## config.mk

```make
export PLATFORM = sky130hd
export DESIGN_NAME = encpd_top
export DESIGN_NICKNAME = d
export VERILOG_FILES = /design/src/rtl/encpd_pkg.sv /design/src/rtl/encpd_top.sv
export SDC_FILE = /design/constraint.sdc
export NUM_CORES = 1
export LEC_CHECK = 0
export BUFFER_PORTS_ARGS = -buffer_cell sky130_fd_sc_hd__buf_2
export CAP_MARGIN = 10
export CORE_MARGIN = 2
export CORE_UTILIZATION = 25
export CTS_CLUSTER_DIAMETER = 150
export DETAILED_ROUTE_END_ITERATION = 8
export PLACE_DENSITY = 0.48
export SYNTH_ARGS = -nofsm -noshare
export SYNTH_HDL_FRONTEND = slang
export SYNTH_SLANG_ARGS = --single-unit
```

## constraint.sdc

```tcl
create_clock -name core_clk -period 8.1 [get_ports core_clk]
set_clock_uncertainty 0.15 [all_clocks]
set_input_delay 1.215 -clock core_clk [delete_from_list [all_inputs] [get_ports core_clk]]
set_output_delay 1.215 -clock core_clk [all_outputs]
set_load 0.005 [all_outputs]
```

## src/rtl/encpd_pkg.sv

```systemverilog
// Summary of operation
// - Position word A counts lines times two-to-n.
// - Word A is cyclic, relative and free-running.
// - Word A reads zero after power-up.
// - One line per sine/cosine signal period.
// - Word B content chosen by fixed priority.
// - Code 1 on any encoder fault.
// - Code 2 zero mark, code 3 parking abort.
// - Code 4 aborts reference mark search.
// - Code 5 aborts reference value retrieval.
// - Code 6 aborts flying measurement.
// - Code 7 aborts get measured value.
// - Code 8 aborts cyclic absolute value.
// - Absolute value scaled by its own fine bits.
// - Descriptor bits 0..2 give type and abilities.
// - Descriptor bits 3..28 follow profile definition.
// - Descriptor bits 29..31 give switch, interface, validity.
// - Status bit 15 set while error code active.
package encpd_pkg;
	// ************************************************************
	// Register map and fields.
	// ************************************************************
	localparam logic [7:0]  ADDR_FORMAT   = 8'h00;
	localparam logic [7:0]  ADDR_FMT_CFG  = 8'h04;
	localparam logic [7:0]  ADDR_CH_BASE  = 8'h10;
	localparam logic [7:0]  ADDR_CH_STEP  = 8'h10;
	localparam logic [3:0]  OFS_CTRL      = 4'h0;
	localparam logic [3:0]  OFS_STATUS    = 4'h4;
	localparam logic [3:0]  OFS_WORD_A    = 4'h8;
	localparam logic [3:0]  OFS_WORD_B    = 4'hc;
	localparam logic [31:0] CTRL_RESET    = 32'h0000_0000;
	localparam logic [31:0] FMT_CFG_RESET = 32'h0000_0000;
	localparam int          FMT_LINEAR    = 0;
	localparam int          FMT_FINE_OK   = 1;
	localparam int          FMT_WIDE64    = 2;
	localparam int          FMT_PROF_LO   = 3;
	localparam int          FMT_PROF_HI   = 28;
	localparam int          FMT_NO_SWITCH = 29;
	localparam int          FMT_IF_DONE   = 30;
	localparam int          FMT_SUB_VALID = 31;
	localparam int          STS_ABS_ACK   = 13;
	localparam int          STS_PARK_ENC  = 14;
	localparam int          STS_FAULT     = 15;
	localparam int          FINE_W        = 16;
	localparam logic [1:0]  RESP_OKAY     = 2'b00;
	localparam logic [1:0]  RESP_SLVERR   = 2'b10;
	localparam logic [3:0]  CODE_NONE     = 4'h0;
	localparam logic [3:0]  CODE_FAULT    = 4'h1;
	localparam logic [3:0]  CODE_ZMARK    = 4'h2;
	localparam logic [3:0]  CODE_PARK     = 4'h3;
	localparam logic [3:0]  CODE_REFSRCH  = 4'h4;
	localparam logic [3:0]  CODE_REFVAL   = 4'h5;
	localparam logic [3:0]  CODE_FLYING   = 4'h6;
	localparam logic [3:0]  CODE_MEASVAL  = 4'h7;
	localparam logic [3:0]  CODE_ABS      = 4'h8;

	// ************************************************************
	// Channel control register layout, MSB first.
	// ************************************************************
	typedef struct packed {
		logic [5:0] spare;
		logic [1:0] refMarkSel;
		logic       absEncAvail;
		logic       probeCfg;
		logic       hasZeroMark;
		logic       parkReq;
		logic       absCyclic;
		logic       fetchMeas;
		logic       fetchRef;
		logic [4:0] valueSel;
		logic       flying;
		logic       refSearch;
		logic [4:0] fineResBitsAbsolute;
		logic [4:0] fineResBitsRelative;
	} encpd_ctrl_t;

	// Encoder-side inputs of one channel, all on core_clk.
	typedef struct packed {
		logic        fault;
		logic        zeroMarkErr;
		logic        parkDoSelected;
		logic        distInconsistent;
		logic        absAlarm;
		logic        parkEncActive;
		logic        parkDoActive;
		logic [3:0]  refAvail;
		logic        measAvail;
		logic [31:0] lineCount;
		logic [15:0] finePhase;
		logic [31:0] absLines;
		logic [31:0] refValue;
		logic [31:0] measValue;
	} encpd_enc_t;

	typedef struct packed {
		logic [15:0] status;
		logic [31:0] wordA;
		logic [31:0] wordB;
	} encpd_out_t;
endpackage : encpd_pkg

```

## src/rtl/encpd_top.sv

```systemverilog
`timescale 1ns/1ps
module encpd_top #(
	parameter int NCH = 2
) (
	input  wire logic                   core_clk,
	input  wire logic                   rst_n,
	input  wire logic                   cycleTick,
	input  wire encpd_pkg::encpd_enc_t  enc [NCH],
	output encpd_pkg::encpd_out_t       chOut [NCH],
	input  wire logic [7:0]             s_axi_awaddr,
	input  wire logic                   s_axi_awvalid,
	output logic                        s_axi_awready,
	input  wire logic [31:0]            s_axi_wdata,
	input  wire logic [3:0]             s_axi_wstrb,
	input  wire logic                   s_axi_wvalid,
	output logic                        s_axi_wready,
	output logic [1:0]                  s_axi_bresp,
	output logic                        s_axi_bvalid,
	input  wire logic                   s_axi_bready,
	input  wire logic [7:0]             s_axi_araddr,
	input  wire logic                   s_axi_arvalid,
	output logic                        s_axi_arready,
	output logic [31:0]                 s_axi_rdata,
	output logic [1:0]                  s_axi_rresp,
	output logic                        s_axi_rvalid,
	input  wire logic                   s_axi_rready
);
	// ************************************************************
	// Helpers.
	// ************************************************************
	function automatic logic [31:0] scalePos(input logic [31:0] lines, input logic [15:0] fine,
		input logic [4:0] nBits);
		logic [4:0] n;
		n = (nBits > 5'd16) ? 5'd16 : nBits;
		scalePos = (lines << n) | 32'(fine >> (5'd16 - n));
	endfunction : scalePos

	function automatic logic [2:0] popCount(input logic [4:0] v);
		popCount = 3'(v[0]) + 3'(v[1]) + 3'(v[2]) + 3'(v[3]) + 3'(v[4]);
	endfunction : popCount

	// Channel register address decode; returns channel and offset validity.
	function automatic logic chHit(input logic [7:0] a, input int ch, input logic [3:0] ofs);
		chHit = (a == 8'(encpd_pkg::ADDR_CH_BASE + 8'(ch) * encpd_pkg::ADDR_CH_STEP + 8'(ofs)));
	endfunction : chHit

	// ************************************************************
	// Register bus state.
	// ************************************************************
	logic [7:0]           awAddr_r, awAddr_nxt;
	logic                 awHave_r, awHave_nxt;
	logic [31:0]          wData_r, wData_nxt;
	logic [3:0]           wStrb_r, wStrb_nxt;
	logic                 wHave_r, wHave_nxt;
	logic                 bValid_r, bValid_nxt;
	logic [1:0]           bResp_r, bResp_nxt;
	logic                 rValid_r, rValid_nxt;
	logic [1:0]           rResp_r, rResp_nxt;
	logic [31:0]          rData_r, rData_nxt;
	logic [31:0]          fmtCfg_r, fmtCfg_nxt;
	encpd_pkg::encpd_ctrl_t ctrl_r [NCH];
	encpd_pkg::encpd_ctrl_t ctrl_nxt [NCH];
	logic [31:0]          formatWord;
	logic                 doWrite;

	assign s_axi_awready = !awHave_r && !bValid_r;
	assign s_axi_wready  = !wHave_r && !bValid_r;
	assign s_axi_arready = !rValid_r;
	assign s_axi_bvalid  = bValid_r;
	assign s_axi_bresp   = bResp_r;
	assign s_axi_rvalid  = rValid_r;
	assign s_axi_rresp   = rResp_r;
	assign s_axi_rdata   = rData_r;
	assign doWrite       = awHave_r && wHave_r;

	// Fine resolution is always offered and 64-bit words never are.
	always_comb begin
		formatWord = fmtCfg_r;
		formatWord[encpd_pkg::FMT_FINE_OK] = 1'b1;
		formatWord[encpd_pkg::FMT_WIDE64]  = 1'b0;
	end

	function automatic logic [31:0] mergeBytes(input logic [31:0] old, input logic [31:0] d,
		input logic [3:0] s);
		for (int b = 0; b < 4; b++) begin
			old[8*b +: 8] = s[b] ? d[8*b +: 8] : old[8*b +: 8];
		end
		mergeBytes = old;
	endfunction : mergeBytes

	always_comb begin
		logic hit;
		logic [31:0] rd;
		hit         = 1'b0;
		rd          = 32'h0000_0000;
		awAddr_nxt  = awAddr_r;
		awHave_nxt  = awHave_r;
		wData_nxt   = wData_r;
		wStrb_nxt   = wStrb_r;
		wHave_nxt   = wHave_r;
		bValid_nxt  = bValid_r;
		bResp_nxt   = bResp_r;
		rValid_nxt  = rValid_r;
		rResp_nxt   = rResp_r;
		rData_nxt   = rData_r;
		fmtCfg_nxt  = fmtCfg_r;
		ctrl_nxt    = ctrl_r;
		if (s_axi_awvalid && s_axi_awready) begin
			awAddr_nxt = s_axi_awaddr;
			awHave_nxt = 1'b1;
		end
		if (s_axi_wvalid && s_axi_wready) begin
			wData_nxt = s_axi_wdata;
			wStrb_nxt = s_axi_wstrb;
			wHave_nxt = 1'b1;
		end
		if (doWrite) begin
			if (awAddr_r == encpd_pkg::ADDR_FMT_CFG) begin
				hit        = 1'b1;
				fmtCfg_nxt = mergeBytes(fmtCfg_r, wData_r, wStrb_r);
			end
			for (int c = 0; c < NCH; c++) begin
				if (chHit(awAddr_r, c, encpd_pkg::OFS_CTRL)) begin
					hit         = 1'b1;
					ctrl_nxt[c] = mergeBytes(ctrl_r[c], wData_r, wStrb_r);
				end
			end
			awHave_nxt = 1'b0;
			wHave_nxt  = 1'b0;
			bValid_nxt = 1'b1;
			bResp_nxt  = hit ? encpd_pkg::RESP_OKAY : encpd_pkg::RESP_SLVERR;
		end else if (bValid_r && s_axi_bready) begin
			bValid_nxt = 1'b0;
		end
		hit = 1'b0;
		if (s_axi_arvalid && s_axi_arready) begin
			if (s_axi_araddr == encpd_pkg::ADDR_FORMAT) begin
				hit = 1'b1;
				rd  = formatWord;
			end
			if (s_axi_araddr == encpd_pkg::ADDR_FMT_CFG) begin
				hit = 1'b1;
				rd  = fmtCfg_r;
			end
			for (int c = 0; c < NCH; c++) begin
				if (chHit(s_axi_araddr, c, encpd_pkg::OFS_CTRL)) begin
					hit = 1'b1;
					rd  = ctrl_r[c];
				end
				if (chHit(s_axi_araddr, c, encpd_pkg::OFS_STATUS)) begin
					hit = 1'b1;
					rd  = {16'h0000, chOut[c].status};
				end
				if (chHit(s_axi_araddr, c, encpd_pkg::OFS_WORD_A)) begin
					hit = 1'b1;
					rd  = chOut[c].wordA;
				end
				if (chHit(s_axi_araddr, c, encpd_pkg::OFS_WORD_B)) begin
					hit = 1'b1;
					rd  = chOut[c].wordB;
				end
			end
			rValid_nxt = 1'b1;
			rData_nxt  = rd;
			rResp_nxt  = hit ? encpd_pkg::RESP_OKAY : encpd_pkg::RESP_SLVERR;
		end else if (rValid_r && s_axi_rready) begin
			rValid_nxt = 1'b0;
		end
	end

	always_ff @(posedge core_clk or negedge rst_n) begin
		if (!rst_n) begin
			awAddr_r <= 8'h00;
			awHave_r <= 1'b0;
			wData_r  <= 32'h0000_0000;
			wStrb_r  <= 4'h0;
			wHave_r  <= 1'b0;
			bValid_r <= 1'b0;
			bResp_r  <= 2'b00;
			rValid_r <= 1'b0;
			rResp_r  <= 2'b00;
			rData_r  <= 32'h0000_0000;
			fmtCfg_r <= encpd_pkg::FMT_CFG_RESET;
			for (int c = 0; c < NCH; c++) begin
				ctrl_r[c] <= encpd_pkg::CTRL_RESET;
			end
		end else begin
			awAddr_r <= awAddr_nxt;
			awHave_r <= awHave_nxt;
			wData_r  <= wData_nxt;
			wStrb_r  <= wStrb_nxt;
			wHave_r  <= wHave_nxt;
			bValid_r <= bValid_nxt;
			bResp_r  <= bResp_nxt;
			rValid_r <= rValid_nxt;
			rResp_r  <= rResp_nxt;
			rData_r  <= rData_nxt;
			fmtCfg_r <= fmtCfg_nxt;
			ctrl_r   <= ctrl_nxt;
		end
	end

	// ************************************************************
	// Encoder channels; each one is identical.
	// ************************************************************
	encpd_pkg::encpd_out_t out_r [NCH];
	encpd_pkg::encpd_out_t out_nxt [NCH];
	logic [31:0]           base_r [NCH];
	logic [31:0]           base_nxt [NCH];
	logic                  based_r, based_nxt;
	logic [3:0]            code [NCH];
	logic [31:0]           rawPos [NCH];

	assign chOut = out_r;

	always_comb begin
		encpd_pkg::encpd_ctrl_t k;
		encpd_pkg::encpd_enc_t e;
		logic [2:0] nSel;
		logic [31:0] wb;
		k         = encpd_pkg::CTRL_RESET;
		e         = '0;
		nSel      = 3'd0;
		wb        = 32'h0000_0000;
		out_nxt   = out_r;
		base_nxt  = base_r;
		based_nxt = based_r || cycleTick;
		for (int c = 0; c < NCH; c++) begin
			k = ctrl_r[c];
			e = enc[c];
			nSel = popCount(k.valueSel);
			// The line count already advances once per sine period upstream.
			rawPos[c] = scalePos(e.lineCount, e.finePhase, k.fineResBitsRelative);
			// Fixed priority: lower code wins over every higher one.
			if (e.fault) code[c] = encpd_pkg::CODE_FAULT;
			else if (e.zeroMarkErr) code[c] = encpd_pkg::CODE_ZMARK;
			else if (k.parkReq && e.parkDoSelected) code[c] = encpd_pkg::CODE_PARK;
			else if (k.refSearch && (!k.hasZeroMark || k.refMarkSel != 2'd0 || k.flying
				|| k.valueSel != 5'd0 || e.distInconsistent)) code[c] = encpd_pkg::CODE_REFSRCH;
			else if (k.fetchRef && (nSel == 3'd0 || k.valueSel[4]
				|| (k.valueSel[3:0] & ~e.refAvail) != 4'h0)) code[c] = encpd_pkg::CODE_REFVAL;
			else if (k.flying && (!k.probeCfg || k.refSearch || k.valueSel != 5'd0))
				code[c] = encpd_pkg::CODE_FLYING;
			else if (k.fetchMeas && (nSel != 3'd1 || !e.measAvail || e.parkEncActive
				|| e.parkDoActive)) code[c] = encpd_pkg::CODE_MEASVAL;
			else if (k.absCyclic && (!k.absEncAvail || e.absAlarm))
				code[c] = encpd_pkg::CODE_ABS;
			else code[c] = encpd_pkg::CODE_NONE;
			if (code[c] != encpd_pkg::CODE_NONE) wb = 32'(code[c]);
			else if (k.fetchRef) wb = e.refValue;
			else if (k.fetchMeas) wb = e.measValue;
			else if (k.absCyclic)
				wb = scalePos(e.absLines, e.finePhase, k.fineResBitsAbsolute);
			else wb = 32'h0000_0000;
			// Values are published only at the telegram cycle, never in between.
			if (cycleTick) begin
				if (!based_r) base_nxt[c] = rawPos[c];
				// Plain subtraction wraps freely; overflow is left to the master.
				out_nxt[c].wordA = based_r ? rawPos[c] - base_r[c] : 32'h0000_0000;
				out_nxt[c].wordB = wb;
				out_nxt[c].status = 16'h0000;
				out_nxt[c].status[encpd_pkg::STS_FAULT] = code[c] != encpd_pkg::CODE_NONE;
				out_nxt[c].status[encpd_pkg::STS_PARK_ENC] = e.parkEncActive;
				out_nxt[c].status[encpd_pkg::STS_ABS_ACK] = k.absCyclic && !k.fetchRef
					&& !k.fetchMeas && code[c] == encpd_pkg::CODE_NONE;
			end
		end
	end

	always_ff @(posedge core_clk or negedge rst_n) begin
		if (!rst_n) begin
			based_r <= 1'b0;
			for (int c = 0; c < NCH; c++) begin
				out_r[c]  <= '0;
				base_r[c] <= 32'h0000_0000;
			end
		end else begin
			based_r <= based_nxt;
			out_r   <= out_nxt;
			base_r  <= base_nxt;
		end
	end

	// ************************************************************
	// Checks.
	// ************************************************************
	a_first_pos_zero: assert property (@(posedge core_clk) disable iff (!rst_n)
		(cycleTick && !based_r) |=> out_r[0].wordA == 32'h0000_0000)
		else $error("word A not zero at first cycle");
	a_pos_relative: assert property (@(posedge core_clk) disable iff (!rst_n)
		(cycleTick && based_r) |=> out_r[0].wordA == $past(rawPos[0]) - base_r[0])
		else $error("word A not relative to start");
	a_pos_hold: assert property (@(posedge core_clk) disable iff (!rst_n)
		!cycleTick |=> $stable(out_r[0].wordA) && $stable(out_r[1].wordB))
		else $error("words changed outside cycle");
	a_fault_code: assert property (@(posedge core_clk) disable iff (!rst_n)
		(cycleTick && enc[0].fault) |=> out_r[0].wordB == 32'h0000_0001)
		else $error("fault did not give code 1");
	a_zmark_code: assert property (@(posedge core_clk) disable iff (!rst_n)
		(cycleTick && !enc[1].fault && enc[1].zeroMarkErr) |=> out_r[1].wordB == 32'h0000_0002)
		else $error("zero mark error not code 2");
	a_status_fault: assert property (@(posedge core_clk) disable iff (!rst_n)
		cycleTick |=> out_r[0].status[15] == (out_r[0].wordB[31:4] == 28'h0 && out_r[0].wordB != 0
			&& $past(code[0]) != 4'h0))
		else $error("status bit 15 disagrees with code");
	a_abs_code: assert property (@(posedge core_clk) disable iff (!rst_n)
		(cycleTick && code[0] == 4'h8) |=> out_r[0].wordB == 32'h0000_0008 && out_r[0].status[15])
		else $error("absolute abort not reported");
	a_fmt_fixed: assert property (@(posedge core_clk) disable iff (!rst_n)
		formatWord[2:1] == 2'b01 && formatWord[0] == fmtCfg_r[0])
		else $error("format fixed bits wrong");
	a_ch2_same: assert property (@(posedge core_clk) disable iff (!rst_n)
		(cycleTick && enc[1].fault) |=> out_r[1].status[15] && out_r[1].wordB == 32'h0000_0001)
		else $error("channel 2 fault not reported");
endmodule : encpd_top

```

==> results.txt <==
Final Critical Period -> 6.358 ns
Worst path required time -> 8.43 ns
Dpl hpwl -> 110.8 mm
Count leader, synth -> dfrtp_1
Critical path's largest stage delay -> 0.85 ns
Initial antenna violation count -> 29
Num rows -> 125
Yosys top cell by area -> dfrtp_1
Critical-path cell list -> nor2b_2 -> buf_4 -> inv_1 -> ha_1 -> xnor2_2 -> a211oi_1 -> a211oi_1 -> a21oi_1 -> a22oi_1 -> ha_1 -> inv_1 -> fa_1 -> a21o_1 -> a221oi_1 -> o21a_1 -> o22ai_1 -> o21ai_0 -> a21boi_0 -> or3_1 -> a32o_1
Pwr Density -> 255.0 mW/mm²
Routed wire length -> 138.8 mm
RSZ-0062 raised after global routing -> false
Max Fclk -> 0.1573 GHz
Worst Hold Class -> reg -> reg
Hold_buf cts -> 0
Static Leakage -> 15.30 nW
Die area -> 0.1206 mm²
Critical-path top delay cell -> xnor2_2
Hold Crit Start -> s_axi_rdata[31]
Synth top cells by count -> 377 x dfrtp_1, 303 x mux2i_1, 254 x nand2_1, 211 x mux2_2, 189 x a21oi_1
TritonRoute pass-1 iters -> 9
RR Startpoint -> ctrl_r[1]
First-pass GRT wire length -> 196.0 mm
Largest net degree at the start of global routing -> 119
Layout area overhead -> 19.17%
Final nets -> 3,883
Max-Slew Margin vs Limit -> 28.33%
#FFs+latches synth -> 377
Post-CTS sizing -> 0
Total number of vias -> 27,280
Worst Setup Start Kind -> flip-flop
Gpl congestion -> 0.9473
Crit Path Category -> reg -> reg
Hold path depth -> 2
IO Port Bufs -> 544
Grt total ovfl -> 0
TritonCTS Sinks -> 377
Crit Path Max Fanout -> 31
Cells after synthesis -> 3,014
Max-Cap Viols -> 0
Wire length per cell -> 27.74 µm
EDFF count, synth -> 0
Post-synthesis average cell area -> 9.775 µm²
Largest cells by area after synthesis -> dfrtp_1 32%, mux2i_1 10%, mux4_2 8.6%, mux2_2 8.1%, nand2_1 3.2%
Crit end category -> flip-flop
Yosys cell types -> 83
TNS Setup -> 0 ns
Die span in y -> 347.3 µm
CTS H-tree lvls -> 2
Asr flop ratio synth -> 100.0%
Worst reg2reg setup slack -> 1.74 ns
Worst-path clk slew -> 0.06 ns
Non-Filler Instances -> 5,004
Total GRT Usage -> 22.14%
Share of layout cells above drive strength 1 -> 29.84%
Worst EP arrival -> 6.69 ns
Core ar. -> 0.1165 mm²
Sequential share of the synthesized area -> 32.02%
Synth top area share -> 32.02%
Clk_lat worst skew -> 0.63 ns
Clock root cell -> clkbuf_16
First DRT Iteration DRCs -> 2,548
Residual DRC -> 8
Worst-margin pin slew -> 1.071 ns
Status -> finished, violations left
Placed Cells -> 4,912
Fillers -> 12,250
Pwr Total -> 0.008954 W
Final setup fails -> 0
Chip Width -> 347.3 µm
Vias per cell -> 5.452
FF-to-FF path depth -> 20
Post-route ant nets -> 0
Critical R2R Capture -> chOut[60]
Top Ports -> 573
Initial Util -> 25.28%
Postcts setup bufs -> 0
Synth warnings -> 0
Clock buffer count from CTS -> 45
Worst vdd ir -> 0.1607 mV
Final Hold Violating Endpoints -> 0
Main flop type after synthesis -> dfrtp_1
CTS tree -> done
Cell area after synthesis -> 0.02946 mm²
Max Root-Sink Buffers -> 3
Final slew viol count -> 0
Vias in the first global route -> 26,210
Tcrit/Tclk final -> 78.49%
Sink of the worst hold path -> s_axi_rdata[31]
Violated checks -> design-rule violations
==> stage by stage <==
stage / setup WS [ns] / utilization [%] / instance area, µm² / hold slack (ns)
5_1_grt: 1.320 / 30.12 / 35100 / 0.3418
6_report: 1.742 / 30.13 / 35110 / 0.3263
3_3_place_gp: 1.788 / 28.79 / 33540 / 0.3060
2_1_floorplan: 2.854 / - / 29560 / 0.3063
4_1_cts: 1.739 / 30.11 / 35080 / 0.3270
3_5_place_dp: 1.751 / 28.79 / 33540 / 0.3103
==> kinds of logic after synthesis <==
family          Yosys count  synth area share (%)
compound gates          855                 20.06
xor+xnor                 50                 1.486
fa+ha+maj                76                 3.381
buf+inv                 380                 5.581
flops                   377                 32.02
mux                     631                 27.35
other cells               1               0.01273
simple gates            644                 10.10
==> where the power goes <==
part | internal (W) | switching [W]
clock | 0.00121 | 0.000920
combinational | 0.00164 | 0.00230
sequential | 0.00223 | 0.000652
total | 0.00509 | 0.00387
==> area by class of cell <==
class | count | area, µm² | area share [%]
inverter | 131 | 496.7 | 1.415
sequential | 377 | 9437 | 26.88
timing repair buffer | 596 | 3136 | 8.931
antenna | 12 | 30.03 | 0.08553
clock inverter | 21 | 266.5 | 0.7591
clock buffer | 59 | 1269 | 3.614
tap | 1524 | 1907 | 5.431
multi-input combinational | 2284 | 18570 | 52.89
==> layout by cell type (no fill, tap or decap), types with 20 or more instances in the layout <==
cell / count
a211oi_1: 44
a21o_1: 33
a21oi_1: 189
a221oi_1: 37
a22o_1: 69
a22oi_1: 50
a31oi_1: 25
a32o_1: 35
and2_1: 30
buf_2: 543
buf_4: 51
clkbuf_16: 45
conb_1: 28
dfrtp_1: 375
ha_1: 70
inv_1: 125
mux2_2: 211
mux2i_1: 303
mux4_2: 113
nand2_1: 252
nand2b_1: 36
nand3_1: 38
nor2_1: 151
nor2b_1: 26
nor3_1: 29
o211ai_1: 20
o21ai_0: 146
o221ai_1: 21
o22ai_1: 34
xnor2_1: 28
xor2_1: 21
==> worst max-delay path by stage <==
stage	startpoint	end	slack [ns]	cells past startpoint
floorplan	ctrl_r[4]	chOut[60]	2.85	22
global placement	ctrl_r[1]	chOut[60]	1.79	20
detailed placement	ctrl_r[1]	chOut[60]	1.75	20
CTS	ctrl_r[1]	chOut[60]	1.74	20
global route	ctrl_r[36]	chOut[142]	1.32	20
finish	ctrl_r[1]	chOut[60]	1.74	20
==> critical path: cells and delay by family, from the launching register on <==
family                   cells  cell delay (ns)
XOR/XNOR                     1             0.85
flip-flops                   1             0.39
AND/OR/NAND/NOR              2             0.57
AO/OA/AOI/OAI               11             2.43
buffers and inverters        3             0.86
adder cells (fa/ha/maj)      3             0.99
==> layer usage <==
metal  up-vias  global-route usage [%]  wire length (µm)
met5         -                       0               170
met4        26                   6.681              4530
met3       207                   6.461             12710
met2      1126                   33.56             61180
met1     13670                   30.24             60210
li1      12250                       -                 -
==> registers in the layout (all words and copies together) (netlist names), 4 cells and up <==
name         count
awAddr_r         8
base_r          64
chOut          134
ctrl_r          64
fmtCfg_r        32
s_axi_rdata     32
wData_r         32
wStrb_r          4
Note: power is estimated with default switching activity, not from simulation.
